## config.mk

```make
export PLATFORM = sky130hd
export DESIGN_NAME = clock_gen_serial_config_regs
export DESIGN_NICKNAME = d
export VERILOG_FILES = /design/src/cfg_regs_pkg.sv /design/src/clock_gen_serial_config_regs.sv
export SDC_FILE = /design/constraint.sdc
export NUM_CORES = 1
export LEC_CHECK = 0
export BUFFER_PORTS_ARGS = -buffer_cell sky130_fd_sc_hd__buf_2
export CAP_MARGIN = 20
export CORE_ASPECT_RATIO = 2
export CORE_MARGIN = 5
export CORE_UTILIZATION = 50
export DETAILED_ROUTE_END_ITERATION = 10
export MAX_ROUTING_LAYER = met4
export PLACE_DENSITY = 0.75
export RECOVER_POWER = 50
export SYNTH_ARGS = -nofsm -noshare
export SYNTH_HDL_FRONTEND = slang
export SYNTH_SLANG_ARGS = --single-unit
```

## constraint.sdc

```tcl
create_clock -name SYS_CLK -period 8.3 [get_ports SYS_CLK]
set_clock_uncertainty 0.15 [all_clocks]
set_input_delay 0 -clock SYS_CLK [delete_from_list [all_inputs] [get_ports SYS_CLK]]
set_output_delay 0 -clock SYS_CLK [all_outputs]
set_load 0.02 [all_outputs]
```

## src/cfg_regs_pkg.sv

```systemverilog
// Constants, field layouts and types for the serial configuration register bank.
// Assumes a single system clock domain; serial pins are sampled as ordinary inputs.
`default_nettype none
package cfg_regs_pkg;
   localparam logic [6:0] TARGET_ADDR = 7'h69;
   localparam logic [7:0] OFS_OUTPUT_ENABLE = 8'h09;
   localparam logic [7:0] OFS_BANK1 = 8'h0c;
   localparam logic [7:0] OFS_CRYSTAL_DRIVE = 8'h12;
   localparam logic [7:0] OFS_LOAD_CAP = 8'h13;
   localparam logic [7:0] OFS_PUMP_FB_HIGH = 8'h40;
   localparam logic [7:0] OFS_FB_LOW = 8'h41;
   localparam logic [7:0] OFS_ODD_PREDIV = 8'h42;
   localparam logic [7:0] OFS_XPT_A = 8'h44;
   localparam logic [7:0] OFS_XPT_B = 8'h45;
   localparam logic [7:0] OFS_XPT_C = 8'h46;
   localparam logic [7:0] OFS_BANK2 = 8'h47;
   // Fixed read-back patterns and writable masks
   localparam logic [7:0] PUMP_FIXED = 8'hc0;
   localparam logic [7:0] PUMP_MASK = 8'h1f;
   localparam logic [7:0] GAIN_FIXED = 8'h20;
   localparam logic [7:0] GAIN_MASK = 8'h18;
   localparam logic [7:0] XPT_C_FIXED = 8'h3f;
   localparam logic [7:0] XPT_C_MASK = 8'hc0;
   localparam logic [7:0] OE_MASK = 8'h3f;
   localparam logic [7:0] RESET_VALUE = 8'h00;
   localparam logic [7:0] PREDIV_OFFSET = 8'h02;
   localparam int NUM_OUTPUTS = 6;

   typedef enum logic [2:0] {
      ST_IDLE = 3'b000,
      ST_ADDR = 3'b001,
      ST_REG = 3'b010,
      ST_DATA = 3'b011,
      ST_ACK = 3'b100,
      ST_SKIP = 3'b101
   } link_state_type;

   // Decoded configuration presented to the analog side
   typedef struct packed {
      logic [5:0] output_enable_bits;
      logic bank1_source_sel;
      logic [6:0] bank1_divide_value;
      logic bank2_source_sel;
      logic [6:0] bank2_divide_value;
      logic [1:0] crystal_drive_gain;
      logic [7:0] load_cap_code;
      logic [2:0] pump_code;
      logic [9:0] feedback_base_count;
      logic feedback_odd_bit;
      logic [7:0] predivide_ratio;
      logic [17:0] output_source_select;
   } pll_cfg_type;
endpackage
`default_nettype wire

```

## src/clock_gen_serial_config_regs.sv

```systemverilog
// Serial programming target and volatile configuration register bank.
// Holds the eleven writable configuration registers and decodes them for the PLL side.
// Assumes SCL and SDA come from another domain and are oversampled by SYS_CLK.
// Assumes a pull-up on the data wire; this block only ever pulls it low.
`timescale 1ns/1ps
`default_nettype none
module clock_gen_serial_config_regs
   import cfg_regs_pkg::*;
(
   input wire logic SYS_CLK,
   input wire logic RST,
   input wire logic SERIAL_CLOCK_PIN,
   input wire logic SERIAL_DATA_PIN_IN,
   output logic SERIAL_DATA_PIN_OUT,
   output logic SERIAL_DATA_PIN_OE,
   output pll_cfg_type PLL_CFG,
   output logic [5:0] OUTPUT_DRIVE_ON
);
   // Synchronised pins and framing events
   logic [1:0] scl_sync;
   logic [1:0] sda_sync;
   logic scl_prev;
   logic sda_prev;
   logic scl_rise;
   logic scl_fall;
   logic start_seen;
   logic stop_seen;
   // Receiver, write port and register image
   link_state_type state;
   link_state_type after_ack;
   logic [3:0] bit_cnt;
   logic [7:0] shift;
   logic [7:0] reg_ptr;
   logic ack_drive;
   logic wr_strobe;
   logic [7:0] wr_addr;
   logic [7:0] wr_data;
   logic [7:0] mem [0:255];
   logic [7:0] next_store;
   logic store_valid;
   wire logic [5:0] next_drive;

   // Two-stage synchronisers; only the second stage feeds edge logic.
   // Reset to the idle-high level so release of reset shows no false edge.
   always_ff @(posedge SYS_CLK or posedge RST) begin
      if (RST) begin
         scl_sync <= 2'b11;
         sda_sync <= 2'b11;
      end else begin
         scl_sync <= {scl_sync[0], SERIAL_CLOCK_PIN};
         sda_sync <= {sda_sync[0], SERIAL_DATA_PIN_IN};
      end
   end

   // One cycle of history on the synchronised lines for edge and framing detection
   always_ff @(posedge SYS_CLK or posedge RST) begin
      if (RST) begin
         scl_prev <= 1'b1;
         sda_prev <= 1'b1;
      end else begin
         scl_prev <= scl_sync[1];
         sda_prev <= sda_sync[1];
      end
   end

   // Framing events: data moving while clock high marks start or stop
   assign scl_rise = scl_sync[1] & ~scl_prev;
   assign scl_fall = ~scl_sync[1] & scl_prev;
   assign start_seen = scl_sync[1] & scl_prev & sda_prev & ~sda_sync[1];
   assign stop_seen = scl_sync[1] & scl_prev & ~sda_prev & sda_sync[1];

   // Byte receiver and acknowledge sequencer; target only, never masters
   always_ff @(posedge SYS_CLK or posedge RST) begin
      if (RST) begin
         state <= ST_IDLE;
         after_ack <= ST_IDLE;
         bit_cnt <= 4'h0;
         shift <= 8'h00;
         reg_ptr <= 8'h00;
         ack_drive <= 1'b0;
         wr_strobe <= 1'b0;
         wr_addr <= 8'h00;
         wr_data <= 8'h00;
      end else begin
         wr_strobe <= 1'b0;
         // A start anywhere restarts address matching; a stop abandons the frame
         if (start_seen) begin
            state <= ST_ADDR;
            bit_cnt <= 4'h0;
            ack_drive <= 1'b0;
         end else if (stop_seen) begin
            state <= ST_IDLE;
            ack_drive <= 1'b0;
         end else begin
            case (state)
               ST_ADDR, ST_REG, ST_DATA: begin
                  if (scl_rise) begin
                     shift <= {shift[6:0], sda_sync[1]};
                     bit_cnt <= bit_cnt + 4'h1;
                  end else if (scl_fall && bit_cnt == 4'h8) begin
                     bit_cnt <= 4'h0;
                     // Only a write to our address is acknowledged; reads get no ack
                     if (state == ST_ADDR) begin
                        if (shift == {TARGET_ADDR, 1'b0}) begin
                           ack_drive <= 1'b1;
                           after_ack <= ST_REG;
                           state <= ST_ACK;
                        end else begin
                           state <= ST_SKIP;
                        end
                     end else if (state == ST_REG) begin
                        reg_ptr <= shift;
                        ack_drive <= 1'b1;
                        after_ack <= ST_DATA;
                        state <= ST_ACK;
                     end else begin
                        wr_strobe <= 1'b1;
                        wr_addr <= reg_ptr;
                        wr_data <= shift;
                        reg_ptr <= reg_ptr + 8'h01; // Burst writes advance the pointer
                        ack_drive <= 1'b1;
                        after_ack <= ST_DATA;
                        state <= ST_ACK;
                     end
                  end
               end
               ST_ACK: begin
                  // Release the line on the falling edge closing the ack bit
                  if (scl_fall) begin
                     ack_drive <= 1'b0;
                     state <= after_ack;
                  end
               end
               ST_SKIP: state <= ST_SKIP;
               ST_IDLE: state <= ST_IDLE;
               default: state <= ST_IDLE;
            endcase
         end
      end
   end

   // Open-drain data pin: drive low only during our acknowledge
   // The value flop stays at zero; only the enable moves, so no high is ever driven
   always_ff @(posedge SYS_CLK or posedge RST) begin
      if (RST) begin
         SERIAL_DATA_PIN_OUT <= 1'b0;
         SERIAL_DATA_PIN_OE <= 1'b0;
      end else begin
         SERIAL_DATA_PIN_OUT <= 1'b0;
         SERIAL_DATA_PIN_OE <= ack_drive;
      end
   end

   // Byte to store for the addressed register: host bits under the writable mask,
   // fixed bits forced, so the image always follows the register layout
   always_comb begin
      next_store = wr_data;
      store_valid = 1'b1;
      case (wr_addr)
         OFS_OUTPUT_ENABLE: next_store = wr_data & OE_MASK;
         OFS_CRYSTAL_DRIVE: next_store = (wr_data & GAIN_MASK) | GAIN_FIXED;
         OFS_PUMP_FB_HIGH: next_store = (wr_data & PUMP_MASK) | PUMP_FIXED;
         OFS_XPT_C: next_store = (wr_data & XPT_C_MASK) | XPT_C_FIXED;
         OFS_BANK1, OFS_BANK2, OFS_LOAD_CAP, OFS_FB_LOW, OFS_ODD_PREDIV,
         OFS_XPT_A, OFS_XPT_B: next_store = wr_data;
         // Reserved addresses are dropped rather than corrupting state
         default: store_valid = 1'b0;
      endcase
   end

   // Volatile register array; reset stands in for power-up to blank state
   always_ff @(posedge SYS_CLK or posedge RST) begin
      if (RST) begin
         for (int i = 0; i < 256; i++) begin
            mem[i] <= RESET_VALUE;
         end
      end else if (wr_strobe && store_valid) begin
         mem[wr_addr] <= next_store;
      end
   end

   // Field decode toward the analog side, registered so outputs are flops
   always_ff @(posedge SYS_CLK or posedge RST) begin
      if (RST) begin
         PLL_CFG <= '0;
      end else begin
         // Output enables and the two post-divider banks
         PLL_CFG.output_enable_bits <= mem[OFS_OUTPUT_ENABLE][5:0];
         PLL_CFG.bank1_source_sel <= mem[OFS_BANK1][7];
         PLL_CFG.bank1_divide_value <= mem[OFS_BANK1][6:0];
         PLL_CFG.bank2_source_sel <= mem[OFS_BANK2][7];
         PLL_CFG.bank2_divide_value <= mem[OFS_BANK2][6:0];
         // Oscillator drive and load capacitance
         PLL_CFG.crystal_drive_gain <= mem[OFS_CRYSTAL_DRIVE][4:3];
         PLL_CFG.load_cap_code <= mem[OFS_LOAD_CAP];
         // Feedback and reference counters with the pump code
         PLL_CFG.pump_code <= mem[OFS_PUMP_FB_HIGH][4:2];
         PLL_CFG.feedback_base_count <= {mem[OFS_PUMP_FB_HIGH][1:0], mem[OFS_FB_LOW]};
         PLL_CFG.feedback_odd_bit <= mem[OFS_ODD_PREDIV][7];
         PLL_CFG.predivide_ratio <= {1'b0, mem[OFS_ODD_PREDIV][6:0]} + PREDIV_OFFSET;
         // Crosspoint selects, first output in the top bits
         PLL_CFG.output_source_select <= {mem[OFS_XPT_A], mem[OFS_XPT_B],
                                          mem[OFS_XPT_C][7:6]};
      end
   end

   // Per-output enable: a one turns its driver on, a zero leaves it off
   for (genvar g = 0; g < NUM_OUTPUTS; g++) begin : g_drive
      assign next_drive[g] = mem[OFS_OUTPUT_ENABLE][g];
   end

   // Driver enables registered so the pins never glitch; blank part is all off
   always_ff @(posedge SYS_CLK or posedge RST) begin
      if (RST) begin
         OUTPUT_DRIVE_ON <= 6'h00;
      end else begin
         OUTPUT_DRIVE_ON <= next_drive;
      end
   end
endmodule // clock_gen_serial_config_regs
`default_nettype wire

```

# Word-level counts from Yosys, hierarchy flattened
# Index checks and enable logic that the tools add are counted.
# word_totals
register_bits,2171
output_inout_bits,80
# classes
add_sub_neg,3
magnitude_cmp,2
n_eq_ne,24
n_mux,36
bitwise,17
reduce_logical,15
# op_table
op,count
$bwmux 2048,1
$demux 8 s8,1
$eq 8x7->1 const B,7
$pmux 8 s4,1
$mux 3,8
$mux 4,5
$eq 8x4->1 const B,2
$eq 8x5->1 const B,2
$mux 1,16
$mux 8,2
$ne 4x4->1 const B,3
$reduce_and 6->1,2
$reduce_or 11->1,1
$ge 9x9->1 const B,1
$lt 9x1->1 const B,1
$not 1->1,9
$not 8->9,1
$pmux 3 s3,1
$add 7x2->8 const B,1
$add 8x1->8 const B,1
$eq 8x8->1 const B,1
$and 1x1->1,7
$reduce_and 7->1,1
$eq 3x2->1 const B,2
other kinds (16),20

# Logic depth before layout (Yosys ltp)
# Gate-level depths: netlist (run 1).
# depth
word_depth,8
mapped_depth,7
mapped_depth_nobuf,6

# Least setup slack after synthesis (run 1)
# No wires, ideal clock.
# synth_timing
kind,register to register
from,reg scl_prev
to,reg wr_addr[0]
setup_ns,0.125
arrival_time_ns,1.700
required_ns,8.025
path_slack_ns,6.325
stages_incl_launch_ff,6
cell_sequence,dfstp_2 nand2b_4 nor4b_4 nand2_4 buf_6 mux2_4
# synth_between
elab_chain_len,5
elab_cells_between_ends,13
cone_classes,11 x bitwise; 2 x reduce/logical
# synth_rtl
item,line_no,text
from (decl),clock_gen_serial_config_regs.sv:22,logic scl_prev;
from (signal assigned),clock_gen_serial_config_regs.sv:61,scl_prev <= scl_sync[1];
$and 1x1->1,"clock_gen_serial_config_regs.sv:69, clock_gen_serial_config_regs.sv:70",
"$and 1x1->1, on equally long branches (2 in a row)","clock_gen_serial_config_regs.sv:70, clock_gen_serial_config_regs.sv:69",
$not 1->1 (no source line),-,
$reduce_and 7->1 (no source line) (*),-,
to (signal assigned),clock_gen_serial_config_regs.sv:118,wr_addr <= reg_ptr;
to (decl),clock_gen_serial_config_regs.sv:36,logic [7:0] wr_addr;
# Every way passes the cells marked *; elsewhere a longest branch is shown, timed or not.
# A chain may end at the register's enable or synchronous reset.

==> results.yml, run 1 <==
synthesis:
  yosys_register_bits: 193
  synth_cell_types: 66
  avgSynthCellArea_um2: 13.8
  synth_cells: 524
  synth_area_um2: 7220
  synth_edf_count: 0
  ys_seq_area_share_pct: 67.0
  synth_warnings: 0
  synth.net_count: 532
  ys_async_sr_fraction_pct: 100
  synth_flop_cell: "dfrtp_1"
route:
  ant_nets: 0
  drcViolationCount: 0
  firstDrtPassIters: 4
  wl_per_cell_um: 17.7
  viasPerCell: 5.39
  drt_iter0_markers: 236
  wl_um: 14400
  via_count: 4368
critical_path:
  critPathKind: "in -> async"
  path_max_fanout: 77
  cp-end-kind: "async pin"
  timing.rr.start: "state[1]$_DFFE_PP0P_"
  startpoint_type: "primary input"
  critPathBufInv: 4
  critPathTopFamily: "buffers and inverters"
  crit_path_start: "RST"
  r2r_end: "wr_data[1]$_DFFE_PP0P_"
  r2r_slack_ps: 5800
  worstRegToRegCells: 4
  worstPathArrival_ps: 3440
  crit_chain: "dlygate4sd3_1, buf_2, clkinvlp_2, buf_4"
  slowest_delay_ps: 1840
  critPathRequiredTime_ps: 8600
  cp_slowest_cell: "clkinvlp_2"
clocking:
  cts_resized: 0
  postCtsSetupBuffers: 0
  cts.sinks: 193
  cts_tree: "yes"
  cts_buffer_depth: 2
  root_buffer: "clkbuf_16"
  cts_max_level: 4
  clock_latency_ps: 420
  postCtsHoldBufs: 3
  path_clk_slew_ps: 70
  numCtsBuffers: 17
floorplan:
  die_height_um: 180
  num_rows: 62
  core_area_um2: 14300
  die-width_um: 95.0
  start_util_pct: 50.6
  ios: 84
  die_area_um2: 17100
layout:
  fin_cells: 811
  syn2layout_area_growth_pct: 14.9
  drive_gt1_share_pct: 19.7
  diodes: 0
  fillers: 1196
  nNetsFinal: 614
global_routing:
  grt_pass1_wl_um: 23900
  grt_max_degree: 78
  grt_overflow: 0
  grt_pass1_vias: 4625
  grt.total_usage_pct: 18.8
  antenna_found_initial: 0
place:
  dpl.cell_count: 776
  hpwlAfterDp_um: 10300
  port_buffers: 82
  place.gp.congestion: 0.867
timing:
  grt_setup_unrepaired: "false"
  fin_crit_sh_pct: 37.8
  fmax_mhz: 319
  hold_violations: 0
  worst-slew-pin-transition_ps: 3280
  relSlewSlack_pct: -120
  final-setup-viol-count: 0
  setup_tns_ps: 0
  period_minus_slack_ps: 3140
  drv_slew: 78
power_and_ir_drop:
  power_w: 0.00200
  powerDensity_nw_per_um2: 241
  ir_worst_vdd_mv: 0.156
  p_leak_nw: 3.97
run_status:
  violations: "max-capacitance violations, max-slew violations"
  status: "finished with violations"
run:
  max-cap-violations: 1
worst_hold_path:
  hold_depth: 2
  hp-start: "SERIAL_DATA_PIN_IN"
  hold_class: "in -> reg"
  min_delay_worst_endpoint: "sda_sync[0]$_DFF_PP1_"
[synth_stat cells (2+ instances only)]
library cell / count / area (um^2)
mux2_2: 54 / 608
dfrtp_1: 187 / 4680
nand2_1: 41 / 154
xnor2_1: 4 / 35.0
nor3_1: 6 / 30.0
nor4bb_1: 3 / 30.0
a21oi_1: 24 / 120
mux2_4: 9 / 135
a31oi_1: 2 / 12.5
nand2b_1: 2 / 12.5
buf_2: 4 / 20.0
clkbuf_1: 9 / 33.8
nor4b_4: 2 / 47.6
o221a_2: 2 / 22.5
buf_4: 7 / 52.6
nor2b_1: 7 / 43.8
o32ai_1: 2 / 17.5
nand4_1: 5 / 31.3
o21ai_0: 30 / 150
o31ai_1: 3 / 22.5
o2bb2ai_1: 2 / 17.5
mux2i_1: 5 / 50.1
nor3b_1: 2 / 15.0
a21o_1: 3 / 22.5
nor2_1: 15 / 56.3
nand3_1: 9 / 45.0
dfstp_2: 6 / 158
inv_1: 15 / 56.3
buf_1: 2 / 7.51
or3_1: 2 / 12.5
and3_1: 7 / 43.8
a22oi_1: 2 / 15.0
and2_1: 4 / 25.0
or2_2: 6 / 37.5
nand4b_1: 3 / 26.3
o22ai_1: 3 / 18.8
nor4_1: 3 / 18.8
ha_1: 4 / 50.1
[area by class of cell]
| class | instances | area [um^2] | area share (%) |
|---|---|---|---|
| clock buffer | 21 | 450 | 5.43 |
| tap | 192 | 240 | 2.90 |
| clock inverter | 11 | 158 | 1.90 |
| timing repair buffer | 87 | 357 | 4.30 |
| multi-input combinational | 292 | 2190 | 26.5 |
| sequential | 193 | 4840 | 58.3 |
| inverter | 15 | 57.6 | 0.694 |
[worst reg2reg max path: stages, from the launching register on]
cell and delay (ps):
dfrtp_1 540, nor2b_1 220, nor4b_4 760, nand2_4 320
mux2_4 390
[worst max path at each step]
stage	slack, ps	cells after the start	to
after CTS	5830	4	wr_data[1]$_DFFE_PP0P_
after global routing	4490	4	mem[1497]$_DFFE_PP0P_
after floorplan	2900	1	OUTPUT_DRIVE_ON[0]$_DFF_PP0_
final	5160	4	PLL_CFG[2]$_DFF_PP0_
after detailed placement	5850	4	wr_data[1]$_DFFE_PP0P_
after global placement	5920	3	mem[1951]$_DFFE_PP0P_
[flip-flops by register name (all words and copies together), names as in the netlist]
name / cells
wr_addr: 8
bit_cnt: 4
SERIAL_DATA_PIN_OE: 1
sda_sync: 2
ack_drive: 1
wr_strobe: 1
scl_prev: 1
after_ack: 2
OUTPUT_DRIVE_ON: 6
reg_ptr: 8
scl_sync: 2
mem: 71
state: 3
sda_prev: 1
shift: 8
PLL_CFG: 66
wr_data: 8
[layout by cell type (no fill, tap or decap), drive strengths merged, types with 5 or more instances in the layout]
cell type	synthesis	final
dfrtp	187	187
clkbuf	10	100
mux2	63	63
nand2	42	42
o21ai	30	30
a21oi	24	24
nor2	16	16
inv	15	16
nand3	9	9
nor2b	7	7
and3	7	7
or2	6	6
nor3	6	6
dfstp	6	6
nand4	5	5
mux2i	5	5
clkinv	0	5
buf	14	5
[power by group]
group | switching (W) | internal, W
registers | 0.0000635 | 0.000974
clock network | 0.000340 | 0.000487
logic | 0.0000659 | 0.0000645
total | 0.000470 | 0.00153
[through the flow]
step / setup slack, ps / hold WS, ps / cell area [um^2] / utilization [%]
floorplan: 2900 / -146 / 7220 / -
global placement: 5920 / -43.6 / 7760 / 54.4
detailed placement: 5850 / -41.7 / 7760 / 54.4
CTS: 5830 / 47.9 / 8400 / 58.8
global route: 4490 / 67.8 / 8290 / 58.1
finish: 5160 / 67.6 / 8290 / 58.1
[logic make-up after synthesis]
family | Yosys count | synth area share, %
other cells | 1 | 0.0520
mux | 68 | 11.0
fa+ha+maj | 4 | 0.693
compound gates | 84 | 7.16
simple gates | 130 | 10.9
buf+inv | 39 | 2.58
xor+xnor | 5 | 0.607
flops | 193 | 67.0
[metal layers]
| layer | global-route usage [%] | wire length (um) | vias to the layer above |
|---|---|---|---|
| met1 | 18.5 | 4900 | 2212 |
| met5 | - | 0 | - |
| met2 | 34.1 | 8330 | 120 |
| met4 | 9.02 | 607 | 0 |
| li1 | - | - | 2000 |
| met3 | 3.89 | 532 | 36 |
No activity file was read; power rests on OpenSTA's default activity.
==> run 2, diff against run 1 <==
==> constraint.sdc (replaced) <==
create_clock -name SYS_CLK -period 3.05 [get_ports SYS_CLK]
set_clock_uncertainty 0.15 [all_clocks]
set_input_delay 0 -clock SYS_CLK [delete_from_list [all_inputs] [get_ports SYS_CLK]]
set_output_delay 0 -clock SYS_CLK [all_outputs]
set_load 0.02 [all_outputs]
==> results.yml, run 2 (synthesis results as in run 1) <==
run_status:
  status: "finished with violations"
  violations: "max-capacitance violations, max-slew violations"
critical_path:
  critPathBufInv: 0
  cp-end-kind: "register"
  critPathTopFamily: "compound AO/OA/AOI/OAI gates"
  worstPathArrival_ps: 2590
  startpoint_type: "register"
  crit_chain: "nor2b_1, nand3_1, a21oi_1, o21ai_0"
  critPathKind: "reg -> reg"
  critPathRequiredTime_ps: 3180
  cp_slowest_cell: "dfrtp_1"
  path_max_fanout: 15
  slowest_delay_ps: 680
route:
  wl_per_cell_um: 17.2
  drcViolationCount: 0
  viasPerCell: 5.28
  wl_um: 14000
  drt_iter0_markers: 140
  via_count: 4301
  ant_nets: 0
  firstDrtPassIters: 4
layout:
  reg_top3: "mem: 71 flops, PLL_CFG: 66 flops"
  nNetsFinal: 617
  drive_gt1_share_pct: 19.9
  diodes: 0
  largest_reg_flops: 71
  syn2layout_area_growth_pct: 14.5
  final_cell_mix: "187 x dfrtp_1, 82 x clkbuf_1, 54 x mux2_2"
  largest-register: "mem"
  layout_commonest_cell: "dfrtp_1"
clocking:
  cts.sinks: 193
  postCtsSetupBuffers: 0
  root_buffer: "clkbuf_16"
  cts_buffer_depth: 2
  cts_max_level: 4
  path_clk_slew_ps: 70
  cts_tree: "yes"
  numCtsBuffers: 17
  clock_latency_ps: 430
timing:
  period_minus_slack_ps: 2460
  setup_tns_ps: 0
  relSlewSlack_pct: -34.4
  hold_violations: 0
  worst-slew-pin-transition_ps: 2020
  final-setup-viol-count: 0
  grt_setup_unrepaired: "false"
  fmax_mhz: 407
  drv_slew: 195
  finalWorstSetupSlack_ps: 592
  fin_crit_sh_pct: 80.6
floorplan:
  core_area_um2: 14300
  die_area_um2: 17100
  ios: 84
  start_util_pct: 50.6
  num_rows: 62
  die-width_um: 95.0
  die_height_um: 180
global_routing:
  grt_max_degree: 156
  grt.total_usage_pct: 18.1
  grt-busiest-layer: "met2"
  grt_pass1_vias: 4525
  use_met1_pct: 17.7
  grt_pass1_wl_um: 23000
  grt.met2_usage_pct: 32.7
  grt.met3_usage_pct: 3.60
  grt_overflow: 0
  antenna_found_initial: 0
place:
  place.gp.congestion: 0.832
  port_buffers: 82
  hpwlAfterDp_um: 10200
  preCtsSetupSlack_ps: 663
power_and_ir_drop:
  ir_worst_vdd_mv: 0.463
  p_leak_nw: 3.96
  powerDensity_nw_per_um2: 639
worst_hold_path:
  hold_class: "in -> reg"
run:
  max-cap-violations: 2
==> run 2: cell types whose count changed in the layout (fill, tap and decap cells not counted), sizes merged <==
cell,change
bufinv,-2
clkinv,-2
clkinvlp,+2
buf,+1
inv,+4
==> run 2: timing repair <==
action / 4_1_cts / 5_1_grt
hold buffers: 3 / 0
setup endpoints to repair: 0 / 0
hold endpoints to repair: 189 / 0
gates resized for setup: 0 / 0
==> run 2: layout make-up <==
class,instances,area (um^2)
multi-input combinational,292,2190
clock inverter,13,129
sequential,193,4840
clock buffer,19,433
inverter,15,57.6
timing repair buffer,90,374
tap,192,240
fill,1201,6010
==> run 2: worst paths after layout <==
kind	start	end	slack, ps	depth (start not counted)
worst max-delay path	wr_addr[1]$_DFFE_PP0P_	mem[1513]$_DFFE_PP0P_	590	4
worst min-delay path	SERIAL_DATA_PIN_IN	sda_sync[0]$_DFF_PP1_	60	2
worst max register to register	wr_addr[1]$_DFFE_PP0P_	mem[1513]$_DFFE_PP0P_	590	4
worst min register to register	sda_sync[0]$_DFF_PP1_	sda_sync[1]$_DFF_PP1_	210	0
max in group asynchronous	RST	state[2]$_DFFE_PP0P_	750	4
min in group asynchronous	RST	mem[1497]$_DFFE_PP0P_	640	4
==> run 2: routing by layer <==
layer	vias to the layer above	routed length, um
met3	32	469
met5	-	0
met2	99	8100
li1	2009	-
met4	0	489
met1	2161	4980
==> run 2: worst register-to-register path, stage by stage, from the launching register on <==
cell	delay (ps)
dfrtp_1	680
nor2b_1	340
nand3_1	280
a21oi_1	670
o21ai_0	180
==> run 2: stage by stage <==
stage                     hold slack (ps)  power (W)  utilization [%]  instances  area (um^2)
after floorplan                      -146    0.00311                -        524         7220
final                                60.0    0.00528             57.9        814         8270
after CTS                            41.2    0.00533             58.7        814         8380
after global placement              -43.3    0.00320             54.6        779         7790
after global routing                 61.9    0.00550             57.9        814         8270
after detailed placement            -41.5    0.00323             54.6        779         7790
==> run 2: power by group <==
part,internal [W],switching [W],leakage [nW]
clock network,0.00114,0.000958,0.269
logic,0.000179,0.000204,1.04
registers,0.00265,0.000142,2.65
